`config.mk`:
```
export PLATFORM = sky130hd
export DESIGN_NAME = srtc_sysref_cal
export DESIGN_NICKNAME = d
export VERILOG_FILES = /design/src/srtc_sysref_cal.v /design/src/srtc_accum.v
export VERILOG_INCLUDE_DIRS = /design/src
export SDC_FILE = /design/constraint.sdc
export NUM_CORES = 1
export LEC_CHECK = 0
export BUFFER_PORTS_ARGS = -buffer_cell sky130_fd_sc_hd__buf_2
export CAP_MARGIN = 0
export CELL_PAD_IN_SITES_DETAIL_PLACEMENT = 0
export CELL_PAD_IN_SITES_GLOBAL_PLACEMENT = 1
export CORE_ASPECT_RATIO = 0.75
export CORE_MARGIN = 2
export CORE_UTILIZATION = 44
export DETAILED_ROUTE_END_ITERATION = 8
export PLACE_DENSITY = 0.83
export SYNTH_ARGS = -nofsm -noshare
export SYNTH_HDL_FRONTEND = slang
export SYNTH_SLANG_ARGS = --single-unit
```
`constraint.sdc`:
```
create_clock -name clk_i -period 5.3 [get_ports clk_i]
set_input_delay 0.265 -clock clk_i [delete_from_list [all_inputs] [get_ports clk_i]]
set_output_delay 0.265 -clock clk_i [all_outputs]
set_load 0.02 [all_outputs]
```
`src/srtc_sysref_cal_map.vh`:
```
`ifndef SRTC_SYSREF_CAL_MAP_VH
`define SRTC_SYSREF_CAL_MAP_VH
// Register byte addresses.
`define SRTC_ADDR_ENABLE   12'h2b0
`define SRTC_ADDR_CONFIG   12'h2b1
`define SRTC_ADDR_STATUS0  12'h2b2
`define SRTC_ADDR_STATUS1  12'h2b3
`define SRTC_ADDR_STATUS2  12'h2b4
`define SRTC_ADDR_DELAY0   12'h2b5
`define SRTC_ADDR_DELAY1   12'h2b6
`define SRTC_ADDR_DELAY2   12'h2b7
// Field positions.
`define SRTC_EN_BIT        0
`define SRTC_AVG_MSB       3
`define SRTC_AVG_LSB       2
`define SRTC_ACC_MSB       1
`define SRTC_ACC_LSB       0
`define SRTC_DONE_BIT      17
`define SRTC_INV_BIT       16
// Reset values.
`define SRTC_ENABLE_RST    8'h00
`define SRTC_CONFIG_RST    8'h05
`define SRTC_DELAY_RST     17'h00000
// Longest SYSREF period per accumulation code, in clock cycles.
`define SRTC_PERIOD_MAX0   16'd128
`define SRTC_PERIOD_MAX1   16'd1664
`define SRTC_PERIOD_MAX2   16'd7808
`define SRTC_PERIOD_MAX3   16'd32384
// Duration bound factors: 384 * 19 * 4^(avg + acc + 2).
`define SRTC_BOUND_A       384
`define SRTC_BOUND_B       19
`define SRTC_BOUND_EXP_OFS 2
`endif

```
`src/srtc_sysref_cal.v`:
```
// Operation
// - Enable bit 0: delay output follows the manual delay register.
// - Enable bit 1: delay output takes the calibrated value once complete, manual ignored.
// - Calibration starts only on a 0-to-1 change of the enable bit.
// - Averaging code 0..3 selects 4, 16, 64, 256 results; resets to 1.
// - Accumulation code 0..3 selects 4, 16, 64, 256 cycles; resets to 1.
// - A SYSREF period beyond the limit makes calibration fail.
// - Calibration ends within 384*19*4^(avg+acc+2) cycles.
// - Complete bit 17 sets once calibration finished with enable at 1.
// - Result bit 16 inversion, 15:8 coarse, 7:0 fine; valid when complete.
`timescale 1ns/100ps
`default_nettype none
`include "srtc_sysref_cal_map.vh"
module srtc_sysref_cal
#(
   parameter BOUND_BASE = `SRTC_BOUND_A * `SRTC_BOUND_B
)
(
   input  wire        clk_i,
   input  wire        rst_i,
   input  wire        wr_en_i,
   input  wire        rd_en_i,
   input  wire [11:0] addr_i,
   input  wire [7:0]  wdata_i,
   output reg  [7:0]  rdata_o,
   input  wire        sysref_i,
   output reg  [16:0] delay_o,
   output reg         cal_fail_o
);

   localparam ST_IDLE = 3'd0;
   localparam ST_EDGE = 3'd1;
   localparam ST_ACC  = 3'd2;
   localparam ST_NEXT = 3'd3;
   localparam ST_DONE = 3'd4;
   localparam ST_FAIL = 3'd5;
   localparam [3:0] EXP_OFS = `SRTC_BOUND_EXP_OFS;

   // Selects 4^(code+1), the count shared by averaging and accumulation.
   function [8:0] srtc_pow4;
      input [1:0] code;
      begin
         srtc_pow4 = 9'h004 << {code, 1'b0};
      end
   endfunction

   reg  [7:0]  enable_q;
   reg  [7:0]  config_q;
   reg  [16:0] manual_q;
   reg  [16:0] result_q;
   reg         complete_q;
   reg         en_prev_q;
   reg  [2:0]  state_q;
   reg  [8:0]  avg_left_q;
   reg  [16:0] sum_q;
   reg  [15:0] wait_q;
   reg  [31:0] run_q;
   reg  [7:0]  first_q;
   reg         first_seen_q;
   reg         sync1_q;
   reg         sync2_q;
   reg         sync3_q;

   wire        en_bit = enable_q[`SRTC_EN_BIT];
   wire [1:0]  avg_code = config_q[`SRTC_AVG_MSB:`SRTC_AVG_LSB];
   wire [1:0]  acc_code = config_q[`SRTC_ACC_MSB:`SRTC_ACC_LSB];
   wire        sys_rise = sync2_q & ~sync3_q;
   wire        acc_done;
   wire [8:0]  acc_count;
   wire        acc_start = (state_q == ST_EDGE) & sys_rise;
   reg  [15:0] period_max;
   wire [3:0]  exp_sh = {2'b00, avg_code} + {2'b00, acc_code} + EXP_OFS;
   wire [31:0] run_bound = BOUND_BASE << {exp_sh, 1'b0};
   wire [24:0] scaled = {sum_q, 8'h00} >> {exp_sh, 1'b0};
   wire [7:0]  fine = (scaled[24:8] != 17'h00000) ? 8'hff : scaled[7:0];

   always @*
   begin
      case (acc_code)
         2'd0: period_max = `SRTC_PERIOD_MAX0;
         2'd1: period_max = `SRTC_PERIOD_MAX1;
         2'd2: period_max = `SRTC_PERIOD_MAX2;
         default: period_max = `SRTC_PERIOD_MAX3;
      endcase
   end

   // Reference input passes two flip-flops; a third gives the edge.
   always @(posedge clk_i)
   begin
      if (rst_i)
      begin
         sync1_q <= 1'b0;
         sync2_q <= 1'b0;
         sync3_q <= 1'b0;
      end
      else
      begin
         sync1_q <= sysref_i;
         sync2_q <= sync1_q;
         sync3_q <= sync2_q;
      end
   end

   srtc_accum
   #(
      .LEN_W (9),
      .CNT_W (9)
   )
   u_accum
   (
      .clk_i    (clk_i),
      .rst_i    (rst_i),
      .start_i  (acc_start),
      .sample_i (sync2_q),
      .len_i    (srtc_pow4(acc_code)),
      .count_o  (acc_count),
      .done_o   (acc_done)
   );

   // Register writes.
   always @(posedge clk_i)
   begin
      if (rst_i)
      begin
         enable_q <= `SRTC_ENABLE_RST;
         config_q <= `SRTC_CONFIG_RST;
         manual_q <= `SRTC_DELAY_RST;
      end
      else if (wr_en_i)
      begin
         case (addr_i)
            `SRTC_ADDR_ENABLE:  enable_q <= wdata_i;
            `SRTC_ADDR_CONFIG:  config_q <= wdata_i;
            `SRTC_ADDR_DELAY0:  manual_q[7:0] <= wdata_i;
            `SRTC_ADDR_DELAY1:  manual_q[15:8] <= wdata_i;
            `SRTC_ADDR_DELAY2:  manual_q[16] <= wdata_i[0];
            default: ;
         endcase
      end
   end

   // Register reads, registered one cycle after the strobe.
   always @(posedge clk_i)
   begin
      if (rst_i)
         rdata_o <= 8'h00;
      else if (rd_en_i)
      begin
         case (addr_i)
            `SRTC_ADDR_ENABLE:  rdata_o <= enable_q;
            `SRTC_ADDR_CONFIG:  rdata_o <= config_q;
            `SRTC_ADDR_STATUS0: rdata_o <= result_q[7:0];
            `SRTC_ADDR_STATUS1: rdata_o <= result_q[15:8];
            `SRTC_ADDR_STATUS2: rdata_o <= {6'h00, complete_q, result_q[16]};
            `SRTC_ADDR_DELAY0:  rdata_o <= manual_q[7:0];
            `SRTC_ADDR_DELAY1:  rdata_o <= manual_q[15:8];
            `SRTC_ADDR_DELAY2:  rdata_o <= {7'h00, manual_q[16]};
            default:            rdata_o <= 8'h00;
         endcase
      end
   end

   // Calibration sequence.
   always @(posedge clk_i)
   begin
      if (rst_i)
      begin
         en_prev_q    <= 1'b0;
         state_q      <= ST_IDLE;
         avg_left_q   <= 9'h000;
         sum_q        <= 17'h00000;
         wait_q       <= 16'h0000;
         run_q        <= 32'h00000000;
         first_q      <= 8'h00;
         first_seen_q <= 1'b0;
         result_q     <= 17'h00000;
         complete_q   <= 1'b0;
         cal_fail_o   <= 1'b0;
      end
      else
      begin
         en_prev_q <= en_bit;
         run_q <= run_q + 32'h00000001;
         if (!en_bit)
         begin
            // Clearing the enable bit aborts a run and drops the status.
            state_q    <= ST_IDLE;
            complete_q <= 1'b0;
            cal_fail_o <= 1'b0;
         end
         else if (!en_prev_q)
         begin
            state_q      <= ST_EDGE;
            avg_left_q   <= srtc_pow4(avg_code);
            sum_q        <= 17'h00000;
            wait_q       <= 16'h0000;
            run_q        <= 32'h00000000;
            first_q      <= 8'h00;
            first_seen_q <= 1'b0;
            complete_q   <= 1'b0;
            cal_fail_o   <= 1'b0;
         end
         else if ((state_q == ST_EDGE || state_q == ST_ACC ||
                   state_q == ST_NEXT) && run_q >= run_bound)
            state_q <= ST_FAIL;
         else
         begin
            case (state_q)
               ST_EDGE:
               begin
                  if (!first_seen_q)
                     first_q <= first_q + 8'h01;
                  if (sys_rise)
                  begin
                     first_seen_q <= 1'b1;
                     wait_q       <= 16'h0000;
                     state_q      <= ST_ACC;
                  end
                  else if (first_seen_q && wait_q >= period_max)
                     state_q <= ST_FAIL;
                  else
                     wait_q <= wait_q + 16'h0001;
               end
               ST_ACC:
               begin
                  wait_q <= wait_q + 16'h0001;
                  if (acc_done)
                  begin
                     sum_q      <= sum_q + {8'h00, acc_count};
                     avg_left_q <= avg_left_q - 9'h001;
                     state_q    <= ST_NEXT;
                  end
               end
               ST_NEXT:
               begin
                  wait_q <= wait_q + 16'h0001;
                  if (avg_left_q == 9'h000)
                     state_q <= ST_DONE;
                  else
                     state_q <= ST_EDGE;
               end
               ST_DONE:
               begin
                  if (!complete_q)
                     result_q <= {fine[7], first_q, fine};
                  complete_q <= 1'b1;
               end
               ST_FAIL:
                  cal_fail_o <= 1'b1;
               default:
                  state_q <= ST_IDLE;
            endcase
         end
      end
   end

   // Delay output selection.
   always @(posedge clk_i)
   begin
      if (rst_i)
         delay_o <= `SRTC_DELAY_RST;
      else if (!en_bit)
         delay_o <= manual_q;
      else if (complete_q)
         delay_o <= result_q;
   end

endmodule // srtc_sysref_cal
`default_nettype wire

```
`src/srtc_accum.v`:
```
`timescale 1ns/100ps
`default_nettype none
module srtc_accum
#(
   parameter LEN_W = 9,
   parameter CNT_W = 9
)
(
   input  wire             clk_i,
   input  wire             rst_i,
   input  wire             start_i,
   input  wire             sample_i,
   input  wire [LEN_W-1:0] len_i,
   output reg  [CNT_W-1:0] count_o,
   output reg              done_o
);

   reg [LEN_W-1:0] left_q;
   reg             busy_q;

   // Counts the cycles in which the sampled reference is high.
   always @(posedge clk_i)
   begin
      if (rst_i)
      begin
         left_q  <= {LEN_W{1'b0}};
         busy_q  <= 1'b0;
         count_o <= {CNT_W{1'b0}};
         done_o  <= 1'b0;
      end
      else
      begin
         done_o <= 1'b0;
         if (start_i)
         begin
            left_q  <= len_i;
            busy_q  <= 1'b1;
            count_o <= {CNT_W{1'b0}};
         end
         else if (busy_q)
         begin
            count_o <= count_o + {{(CNT_W-1){1'b0}}, sample_i};
            left_q  <= left_q - {{(LEN_W-1){1'b0}}, 1'b1};
            if (left_q == {{(LEN_W-1){1'b0}}, 1'b1})
            begin
               busy_q <= 1'b0;
               done_o <= 1'b1;
            end
         end
      end
   end

endmodule // srtc_accum
`default_nettype wire

```
== Word-level counts from Yosys, hierarchy flattened ==
Index checks and enable logic that the tools add are counted.

* Memories kept: 0
* Bits in latches: 0
* RAM bits: 0
* Input bits: 25
* Output and inout port bits: 26
* Register bits after elaboration: 187
* Logic and storage cells: 155
* ROM bits: 0

* Bitwise gates (word level): 9
* Order comparisons: 2
* Multipliers: 0
* Reductions and logical operators: 30
* Equal/unequal tests: 33
* Multiplexer cells: 41
* Shifts and indexed selects: 4
* $add $sub $neg: 9
* Divide/modulo/power cells: 0

{| class="wikitable"
|+ Operator list
! kind !! number
|-
| $mux W17 || 6
|-
| $eq A12 B10 Y1 const B || 8
|-
| $mux W16 || 4
|-
| $mux W32 || 2
|-
| $pmux W8 S8 || 1
|-
| $mux W9 || 6
|-
| $pmux W15 S3 || 1
|-
| $mux W8 || 5
|-
| $add A32 B1 Y32 const B || 1
|-
| $ge A32 B32 Y1 || 1
|-
| $pmux W16 S2 || 1
|-
| $shl A13 B5 Y32 const A || 1
|-
| $shr A25 B5 Y25 || 1
|-
| $shl A3 B3 Y9 const A || 2
|-
| $sub A9 B1 Y9 const B || 2
|-
| $add A17 B9 Y17 || 1
|-
| $reduce_bool A17 Y1 || 1
|-
| $add A16 B1 Y16 const B || 1
|-
| $ge A16 B16 Y1 || 1
|-
| $reduce_and A4 Y1 || 4
|-
| $mux W3 || 5
|-
| $ne A2 B1 Y1 const B || 7
|-
| $reduce_and A2 Y1 || 7
|-
| $pmux W3 S4 || 1
|-
| 29 further kinds || 58
|}

== Longest topological paths before layout ==
Gate-level depths: netlist (run 1).

* Word-level depth: 9
* Gate-level depth with buffers: 22
* Mapped depth without buffers: 18

== Hierarchy ==
From an unflattened synthesis (run 1), not the netlist that was laid out.

* Cell total of the unflattened synthesis: 1209
* Area total of the unflattened synthesis: 10131.0 sq um

{| class="wikitable"
|+ By module, submodules not included
! module !! area each (sq um) !! cells an instance !! sequential area each (sq um) !! instances
|-
| srtc_sysref_cal || 9148.8 || 1096 || 3323.2 || 1
|-
| srtc_accum || 982.2 || 113 || 400.4 || 1
|}

== Worst setup path after synthesis (run 1) ==
OpenSTA, ideal clock, no wires.

* Path kind: register to register
* Start point: register config_q[0]
* End point: register avg_left_q[6]
* Setup slack: 0.385 ns
* Arrival time: 4.766 ns
* Stages on the path, launching flop included: 22
* Buffers on the path: 4
* Setup time: 0.149 ns
* Data required time: 5.151 ns
* Period minus slack after synthesis: 4.915 ns
* Cells stage by stage: dfxtp_1 ha_1 inv_1 fa_1 buf_1 buf_2 inv_1 ha_1 inv_1 nor2_1 nand2_1 o21ai_0 nand2_1 ha_1 nand4_1 nor4_1 a2111o_1 or4b_1 buf_2 buf_4 o311ai_0 o311ai_0

* Cells in the longest elaborated chain, start to end: 7

{| class="wikitable"
|+ Ends and longest elaborated chain
! what !! line !! text
|-
| start, declared || srtc_sysref_cal.v:48 || <nowiki>reg [7:0] config_q;</nowiki>
|-
| start signal, assigned || srtc_sysref_cal.v:126 || <nowiki>config_q <= `SRTC_CONFIG_RST;</nowiki>
|-
| start signal, assigned || srtc_sysref_cal.v:133 || <nowiki>`SRTC_ADDR_CONFIG: config_q <= wdata_i;</nowiki>
|-
| $add A2 B2 Y3 || srtc_sysref_cal.v:72 || <nowiki>wire [3:0] exp_sh = {2'b00, avg_code} + {2'b00, acc_code} + EXP_OFS;</nowiki>
|-
| $add A3 B2 Y4 || srtc_sysref_cal.v:72 ||
|-
| $shl A13 B5 Y32 || srtc_sysref_cal.v:73 || <nowiki>wire [31:0] run_bound = BOUND_BASE << {exp_sh, 1'b0};</nowiki>
|-
| $ge A32 B32 Y1 || srtc_sysref_cal.v:204 || <nowiki>state_q == ST_NEXT) && run_q >= run_bound)</nowiki>
|-
| $logic_and A1 B1 Y1 || srtc_sysref_cal.v:204 ||
|-
| $ne A2 B2 Y1 (no source line) || n/a ||
|-
| $reduce_and A4 Y1 (no source line) || n/a ||
|-
| end signal, assigned || srtc_sysref_cal.v:194 || <nowiki>avg_left_q <= srtc_pow4(avg_code);</nowiki>
|-
| end signal, assigned || srtc_sysref_cal.v:230 || <nowiki>avg_left_q <= avg_left_q - 9'h001;</nowiki>
|-
| end, declared || srtc_sysref_cal.v:54 || <nowiki>reg [8:0] avg_left_q;</nowiki>
|}

Every way passes these cells.
A chain may end at the register's enable or synchronous reset.

== Final worst setup path (run 1) ==
* Start point: register config_q[0]
* End point: register avg_left_q[3]

The elaborated chain is that of the path after synthesis.

==> run metrics, run 1 <==
clock skew after layout 0.0163 ns; Initial Util 0.448; first-pass GRT wire length 39900 um; Via density roughly 5.6; CP endpoint kind flip-flop; ys async rst share 0; max-slew violation count 0; # IOs between 50 and 60; Hold Path Stages 2; Detail Route met3 WL 1120 um; vias in the first global route 7702; drt wl/cell 16.2 um; reg2reg start config_q[0]$_SDFFE_PP1P_; Syn Nets roughly 1200; yosys warns 0; EDFF count, synth 0; metal2 WL 10000 um; critical path peak fanout 15; Critical path buffers and inverters 4; Fillers 2150; Sink Count 186; DRT Pass-1 Iters 5; share of layout cells above drive strength 1 0.109; Horiz. Die Dim approximately 180 um; r2r setup slk 0.54 ns; sequential share of the synthesized area 0.377; VDD IR-drop max between 0.15 and 0.2 mV; Syn Area/Cell 8.60 sq um; core area 22100 sq um; clk root buf clkbuf_16; initial DRC count 735; post-synthesis cell count 1149; nets 1253; initial antenna violation count 0; clock buffer depth 2; setup violators final 0; ranking of synthesized cells by area dfxtp_1 (38%), nor2_1 (6.7%), ha_1 (6.5%), mux2i_1 (6.4%), nand2_1 (3.5%); Primary FF master, synth dfxtp_1; final hold vios 0; Port Buffers 50; RSZ-0062 raised after global routing false; die height about 130 um; Antenna Cells 0; Final ANT Viol Nets 0; Clk Latency, worst-skew pair about 0.45 ns; met1 WL between 10000 and 15000 um; largest net degree at the start of global routing between 70 and 80; Crit path required time 5.60 ns; DP HPWL 17200 um; top-area cell type share of the netlist area 0.377; WP data arrival 5.06 ns; Final Core Density 0.499; minimum clock period about 4.8 ns; R2R depth 19; total gr overflow 0; Seq cells post-synth about 190; crit path kind reg2reg; count leader, synth dfxtp_1; H-tree levels 4; hold path endpoint sync1_q$_SDFF_PP0_; number of cell rows 47; CP max-delay cell or4b_4; WL final 24000 um; Hold/Removal Path Class in2reg; CTS tree built; CP startpoint config_q[0]$_SDFFE_PP1P_; startpoint type of the worst setup path flip-flop; postcts setup bufs 0; Power Density 252 nW/um^2; # Max-Cap Violations 0; max_slew headroom 0.213; Peak Freq 210 MHz; Pleak 4.24 nW; Post-CTS Hold Buffers 0; setup TNS 0 ns; CTS Buf Count 17; crit-path leading delay family adder cells; Residual DRC 0; CTS clk-pin slew, worst paths 0.07 ns; Tot GR Track Use 0.208; die area 23700 sq um; min-delay src sysref_i; slowest stage delay, CP a little over 0.6 ns; Tcrit/Tclk final 0.897; vias post-DR 8291; Reg-to-Reg End avg_left_q[3]$_SDFFE_PP0P_; crit path cell chain ha_1, inv_1, fa_1, inv_1, ha_1, inv_1, nor2_1, nand2_1, o21ai_0, nand2_1, ha_1, nand4_1, nor4_1, buf_4, a2111o_1, or4b_4, a2111oi_2, xnor2_1, nor2_1; status completed; post-synth top area cell dfxtp_1; Top Layer Used met4; post-synth cell types 67; most frequent cells after synthesis dfxtp_1 (186), nor2_1 (177), nand2_1 (92), mux2i_1 (63), a21oi_1 (56); synthesized area 9880 sq um; RD Place Congestion roughly 0.81; area grow syn2layout 11.4%; Worst Tran Pin Value 1.18 ns
report_power, final:
part | leakage, nW | switching, mW | internal [mW]
clock | 0.298 | 0.631 | 0.678
sequential | 1.50 | 0.00336 | 1.40
combinational | 2.44 | 0.0465 | 0.0187
registers in the layout (all words and copies together), names as in the netlist, 3 cells and up:
signal and count:
avg_left_q 9, config_q 8, delay_o 17, enable_q 8
first_q 8, manual_q 17, rdata_o 8, result_q 16
run_q 32, state_q 3, sum_q 17, u_accum.count_o 9
u_accum.left_q 9, wait_q 16
timing repair:
action,CTS,global route
hold endpoints to repair,0,0
resized for setup,0,2
endpoints found under the setup margin,0,11
layer usage:
| metal | GRT usage | vias to the layer above |
|---|---|---|
| li1 | - | 4183 |
| met1 | 0.319 | 3909 |
| met2 | 0.305 | 183 |
| met3 | 0.0300 | 16 |
| met4 | 0.0496 | 0 |
| met5 | 0 | - |
how the worst max path moves through the flow:
| stage | endpoint | slack (ns) | cells after the start |
|---|---|---|---|
| after CTS | avg_left_q[0]$_SDFFE_PP0P_ | 0.31 | 19 |
| final | avg_left_q[3]$_SDFFE_PP0P_ | 0.54 | 19 |
| after global placement | avg_left_q[3]$_SDFFE_PP0P_ | 0.43 | 19 |
| after floorplan | avg_left_q[6]$_SDFFE_PP0P_ | 0.38 | 21 |
| after detailed placement | avg_left_q[0]$_SDFFE_PP0P_ | 0.34 | 19 |
| after global routing | wait_q[8]$_SDFFE_PP0P_ | 0.08 | 19 |
per-stage QoR:
stage	power (mW)	setup slack, ns	instance area [sq um]	std cells	hold WS, ns
after CTS	2.80	0.311	11000	1482	0.0345
after detailed placement	1.50	0.340	10400	1450	0.425
after global placement	1.50	0.428	10400	1450	0.422
after global routing	2.86	0.0802	11000	1482	0.0652
final	2.78	0.544	11000	1482	0.0443
after floorplan	1.47	0.385	9880	1149	0.393
cell type report:
class                      instances  area (sq um)  share of cell area
tap                              294           368              0.0334
inverter                          35           131              0.0119
sequential                       186          3720               0.338
timing repair buffer              64           355              0.0323
multi-input combinational        871          5820               0.529
clock buffer                      17           425              0.0387
clock inverter                    15           181              0.0165
cell usage in the layout, fill, tap and decap left out, types with 4 or more instances in the layout:
cell type / n
nand3_1: 55
a311oi_1: 5
o21a_1: 4
nand4_1: 16
nor2b_1: 11
mux2_2: 8
o311ai_0: 6
nand2_1: 92
a21o_1: 7
mux4_2: 9
xor2_1: 28
buf_2: 50
nand2b_1: 14
o21ai_0: 45
nor4_1: 8
and3_1: 15
a22oi_1: 5
buf_4: 14
a21oi_1: 56
inv_1: 33
nor3_1: 14
or3_1: 11
a22o_1: 14
dfxtp_1: 186
xnor2_1: 30
clkbuf_16: 17
or4_1: 6
a31oi_1: 10
o22ai_1: 7
o211ai_1: 11
nor2_1: 176
ha_1: 51
o31ai_1: 8
mux2i_1: 63
a211o_1: 4
a211oi_1: 31
inv_8: 4
kinds of logic (layout without fill, tap and decap cells):
kind of cell | Yosys count | count (layout) | synth area share
AND/OR/NAND/NOR | 440 | 440 | 0.209
AO/OA/AOI/OAI | 239 | 239 | 0.164
flip-flops | 186 | 186 | 0.377
buffers and inverters | 92 | 131 | 0.0360
multiplexers | 80 | 80 | 0.0935
XOR/XNOR | 58 | 58 | 0.0514
adder cells (fa/ha/maj) | 53 | 53 | 0.0687
other | 1 | 1 | 0.000380
No activity file was read; power rests on OpenSTA's default activity.
==> inputs of run 2 (changes only) <==
--- a/config.mk
+++ b/config.mk
@@ -11,8 +11,9 @@
 export CELL_PAD_IN_SITES_DETAIL_PLACEMENT = 0
 export CELL_PAD_IN_SITES_GLOBAL_PLACEMENT = 1
 export CORE_ASPECT_RATIO = 0.75
-export CORE_MARGIN = 2
+export CORE_MARGIN = 4
 export CORE_UTILIZATION = 44
+export CTS_CLUSTER_DIAMETER = 60
 export DETAILED_ROUTE_END_ITERATION = 8
 export PLACE_DENSITY = 0.83
 export SYNTH_ARGS = -nofsm -noshare
==> run metrics, run 2 (synthesis results as in run 1) <==
max reg flops 32 (unchanged); core area 22100 sq um (unchanged); first-pass GRT wire length 40500 um (+1.4%); clock buffer depth 2 (unchanged); Crit path required time 5.60 ns (about the same); RSZ-0062 raised after global routing false; Sink Count 186 (unchanged); startpoint type of the worst setup path flip-flop; setup violators final 0 (unchanged); vias post-DR 8349 (+0.70%); Worst Tran Pin Value 1.15 ns (-0.0245 ns); Power Density 254 nW/um^2 (+0.49%); Tcrit/Tclk final 0.902 (+0.00493); commonest non-fill, non-tap cell in the layout dfxtp_1; post-route cell area 11000 sq um (about the same); number of cell rows 47 (unchanged); RD Place Congestion 0.874 (+7.6%); CTS Buf Count 17 (unchanged); die height 138 um (+3.0%); Tot GR Track Use 0.196 (-0.0122); area grow syn2layout 11.5% (about the same); CP endpoint kind flip-flop; die area 24900 sq um (+5.3%); DP HPWL 17300 um (+0.20%); crit path kind reg2reg; clock skew after layout 0.0215 ns (+0.00523 ns); drt wl/cell 16.2 um (about the same); Initial Util 0.448 (unchanged); switching share of total power 0.245 (-0.000327); Post-CTS Hold Buffers 0 (unchanged); WL final 24000 um (+0.13%); WP data arrival 5.08 ns (+0.02 ns); setup TNS 0 ns (unchanged); Residual DRC 0 (unchanged); DP Cell Count 1451 (+0.069%); largest net degree at the start of global routing 78 (unchanged); DRT Pass-1 Iters 5 (unchanged); initial antenna violation count 0 (unchanged); combinational power share 0.023 (about the same); Fillers 2116 (-1.6%); total gr overflow 0 (unchanged); max-slew violation count 0 (unchanged); share of layout cells above drive strength 1 0.110 (+0.000749); Clk Latency, worst-skew pair 0.44 ns (about the same); minimum clock period 4.78 ns (+0.0261 ns); final hold vios 0 (unchanged); Reg power frac 0.502 (-0.003); critical path peak fanout 15 (unchanged); fin cells 1483 (+0.067%); commonest non-fill, non-tap cells in the layout dfxtp_1 (186), nor2_1 (176), nand2_1 (92), mux2i_1 (63), a21oi_1 (56); CTS tree built; Hold/Removal Path Class in2reg; Final ANT Viol Nets 0 (unchanged); Peak Freq 209 MHz (-0.55%); clk root buf clkbuf_16; # Max-Cap Violations 0 (unchanged); Placed Area 10400 sq um (about the same); hold_ws 0.0659 ns (+0.0215 ns); status completed; H-tree levels 4 (unchanged); Port Buffers 50 (unchanged); vias in the first global route 7867 (+2.1%); CTS clk-pin slew, worst paths 0.07 ns (about the same); Psw 0.684 mW (+0.45%); Pleak 4.24 nW (about the same); Via density 5.63 (+0.63%); Top reg by flops run_q; Antenna Cells 0 (unchanged); cell internal pwr 2.11 mW (+0.63%); Horiz. Die Dim 181 um (+2.3%); VDD IR-drop max 0.176 mV (-11%); clock power share 0.475 (+0.003); nets 1254 (+0.080%); initial DRC count 619 (-16%); # IOs 51 (unchanged); max_slew headroom 0.229 (+0.0164)
[run 2: cell types whose count changed in the layout (fill, tap and decap cells not counted), sizes merged]
| cell | before | now |
|---|---|---|
| buf | 64 | 65 |
| clkbuf | 17 | 18 |
| clkinv | 9 | 6 |
| clkinvlp | 0 | 1 |
| inv | 40 | 41 |
[run 2: power by group through the flow]
stage	Clock [mW]	Sequential, mW	Combinational [mW]
floorplan	0	1.43	0.0401
global placement	0	1.43	0.0647
detailed placement	0	1.44	0.0645
CTS	1.35	1.40	0.0646
global route	1.41	1.40	0.0717
finish	1.33	1.40	0.0642
[run 2: repair_timing]
action,in CTS,in global routing
resized for setup,0,2
buffers inserted,0,0
endpoints found under the setup margin,0,16
[run 2: cell type report]
class / count / area [sq um] / area share
repair buffers: 65 / 363 / 0.0330
flip-flops and latches: 186 / 3720 / 0.338
clock buffers: 18 / 439 / 0.0399
clock inverters: 14 / 170 / 0.0155
multi-input cells: 871 / 5820 / 0.528
well taps: 294 / 368 / 0.0334
inverters: 35 / 131 / 0.0119
[run 2: worst max-delay path, stage by stage (launching register included)]
cell and delay (ns):
dfxtp_1 0.44, ha_1 0.18, inv_1 0.05, fa_1 0.52, inv_1 0.12, ha_1 0.39, inv_1 0.07, nor2_1 0.26
nand2_1 0.11, o21ai_0 0.09, nand2_1 0.08, ha_1 0.31, nand4_1 0.12, nor4_1 0.07, buf_4 0.15, a2111o_1 0.41
or4b_4 0.63, a2111oi_2 0.43, xnor2_1 0.16, nor2_1 0.05
[run 2: worst paths after layout]
| path | to | start | slack, ns | cells past startpoint |
|---|---|---|---|---|
| worst max-delay path | avg_left_q[3]$_SDFFE_PP0P_ | config_q[0]$_SDFFE_PP1P_ | 0.52 | 19 |
| worst min-delay path | sync1_q$_SDFF_PP0_ | sysref_i | 0.07 | 2 |
| worst max register to register | avg_left_q[3]$_SDFFE_PP0P_ | config_q[0]$_SDFFE_PP1P_ | 0.52 | 19 |
| worst min register to register | sync2_q$_SDFF_PP0_ | sync1_q$_SDFF_PP0_ | 0.46 | 1 |
[run 2: per-layer routing]
| metal | vias to the layer above | wire [um] | GRT usage |
|---|---|---|---|
| met5 | - | 0 | 0 |
| li1 | 4190 | - | - |
| met4 | 0 | 216 | 0.0463 |
| met3 | 18 | 1000 | 0.0293 |
| met2 | 194 | 9970 | 0.287 |
| met1 | 3947 | 12900 | 0.302 |
[run 2: stage by stage]
step | total power, mW | setup WS [ns] | util
4_1_cts | 2.82 | 0.326 | 0.499
5_1_grt | 2.88 | 0.0651 | 0.499
6_report | 2.79 | 0.518 | 0.499
3_3_place_gp | 1.50 | 0.400 | 0.471
3_5_place_dp | 1.50 | 0.337 | 0.471
2_1_floorplan | 1.47 | 0.385 | -
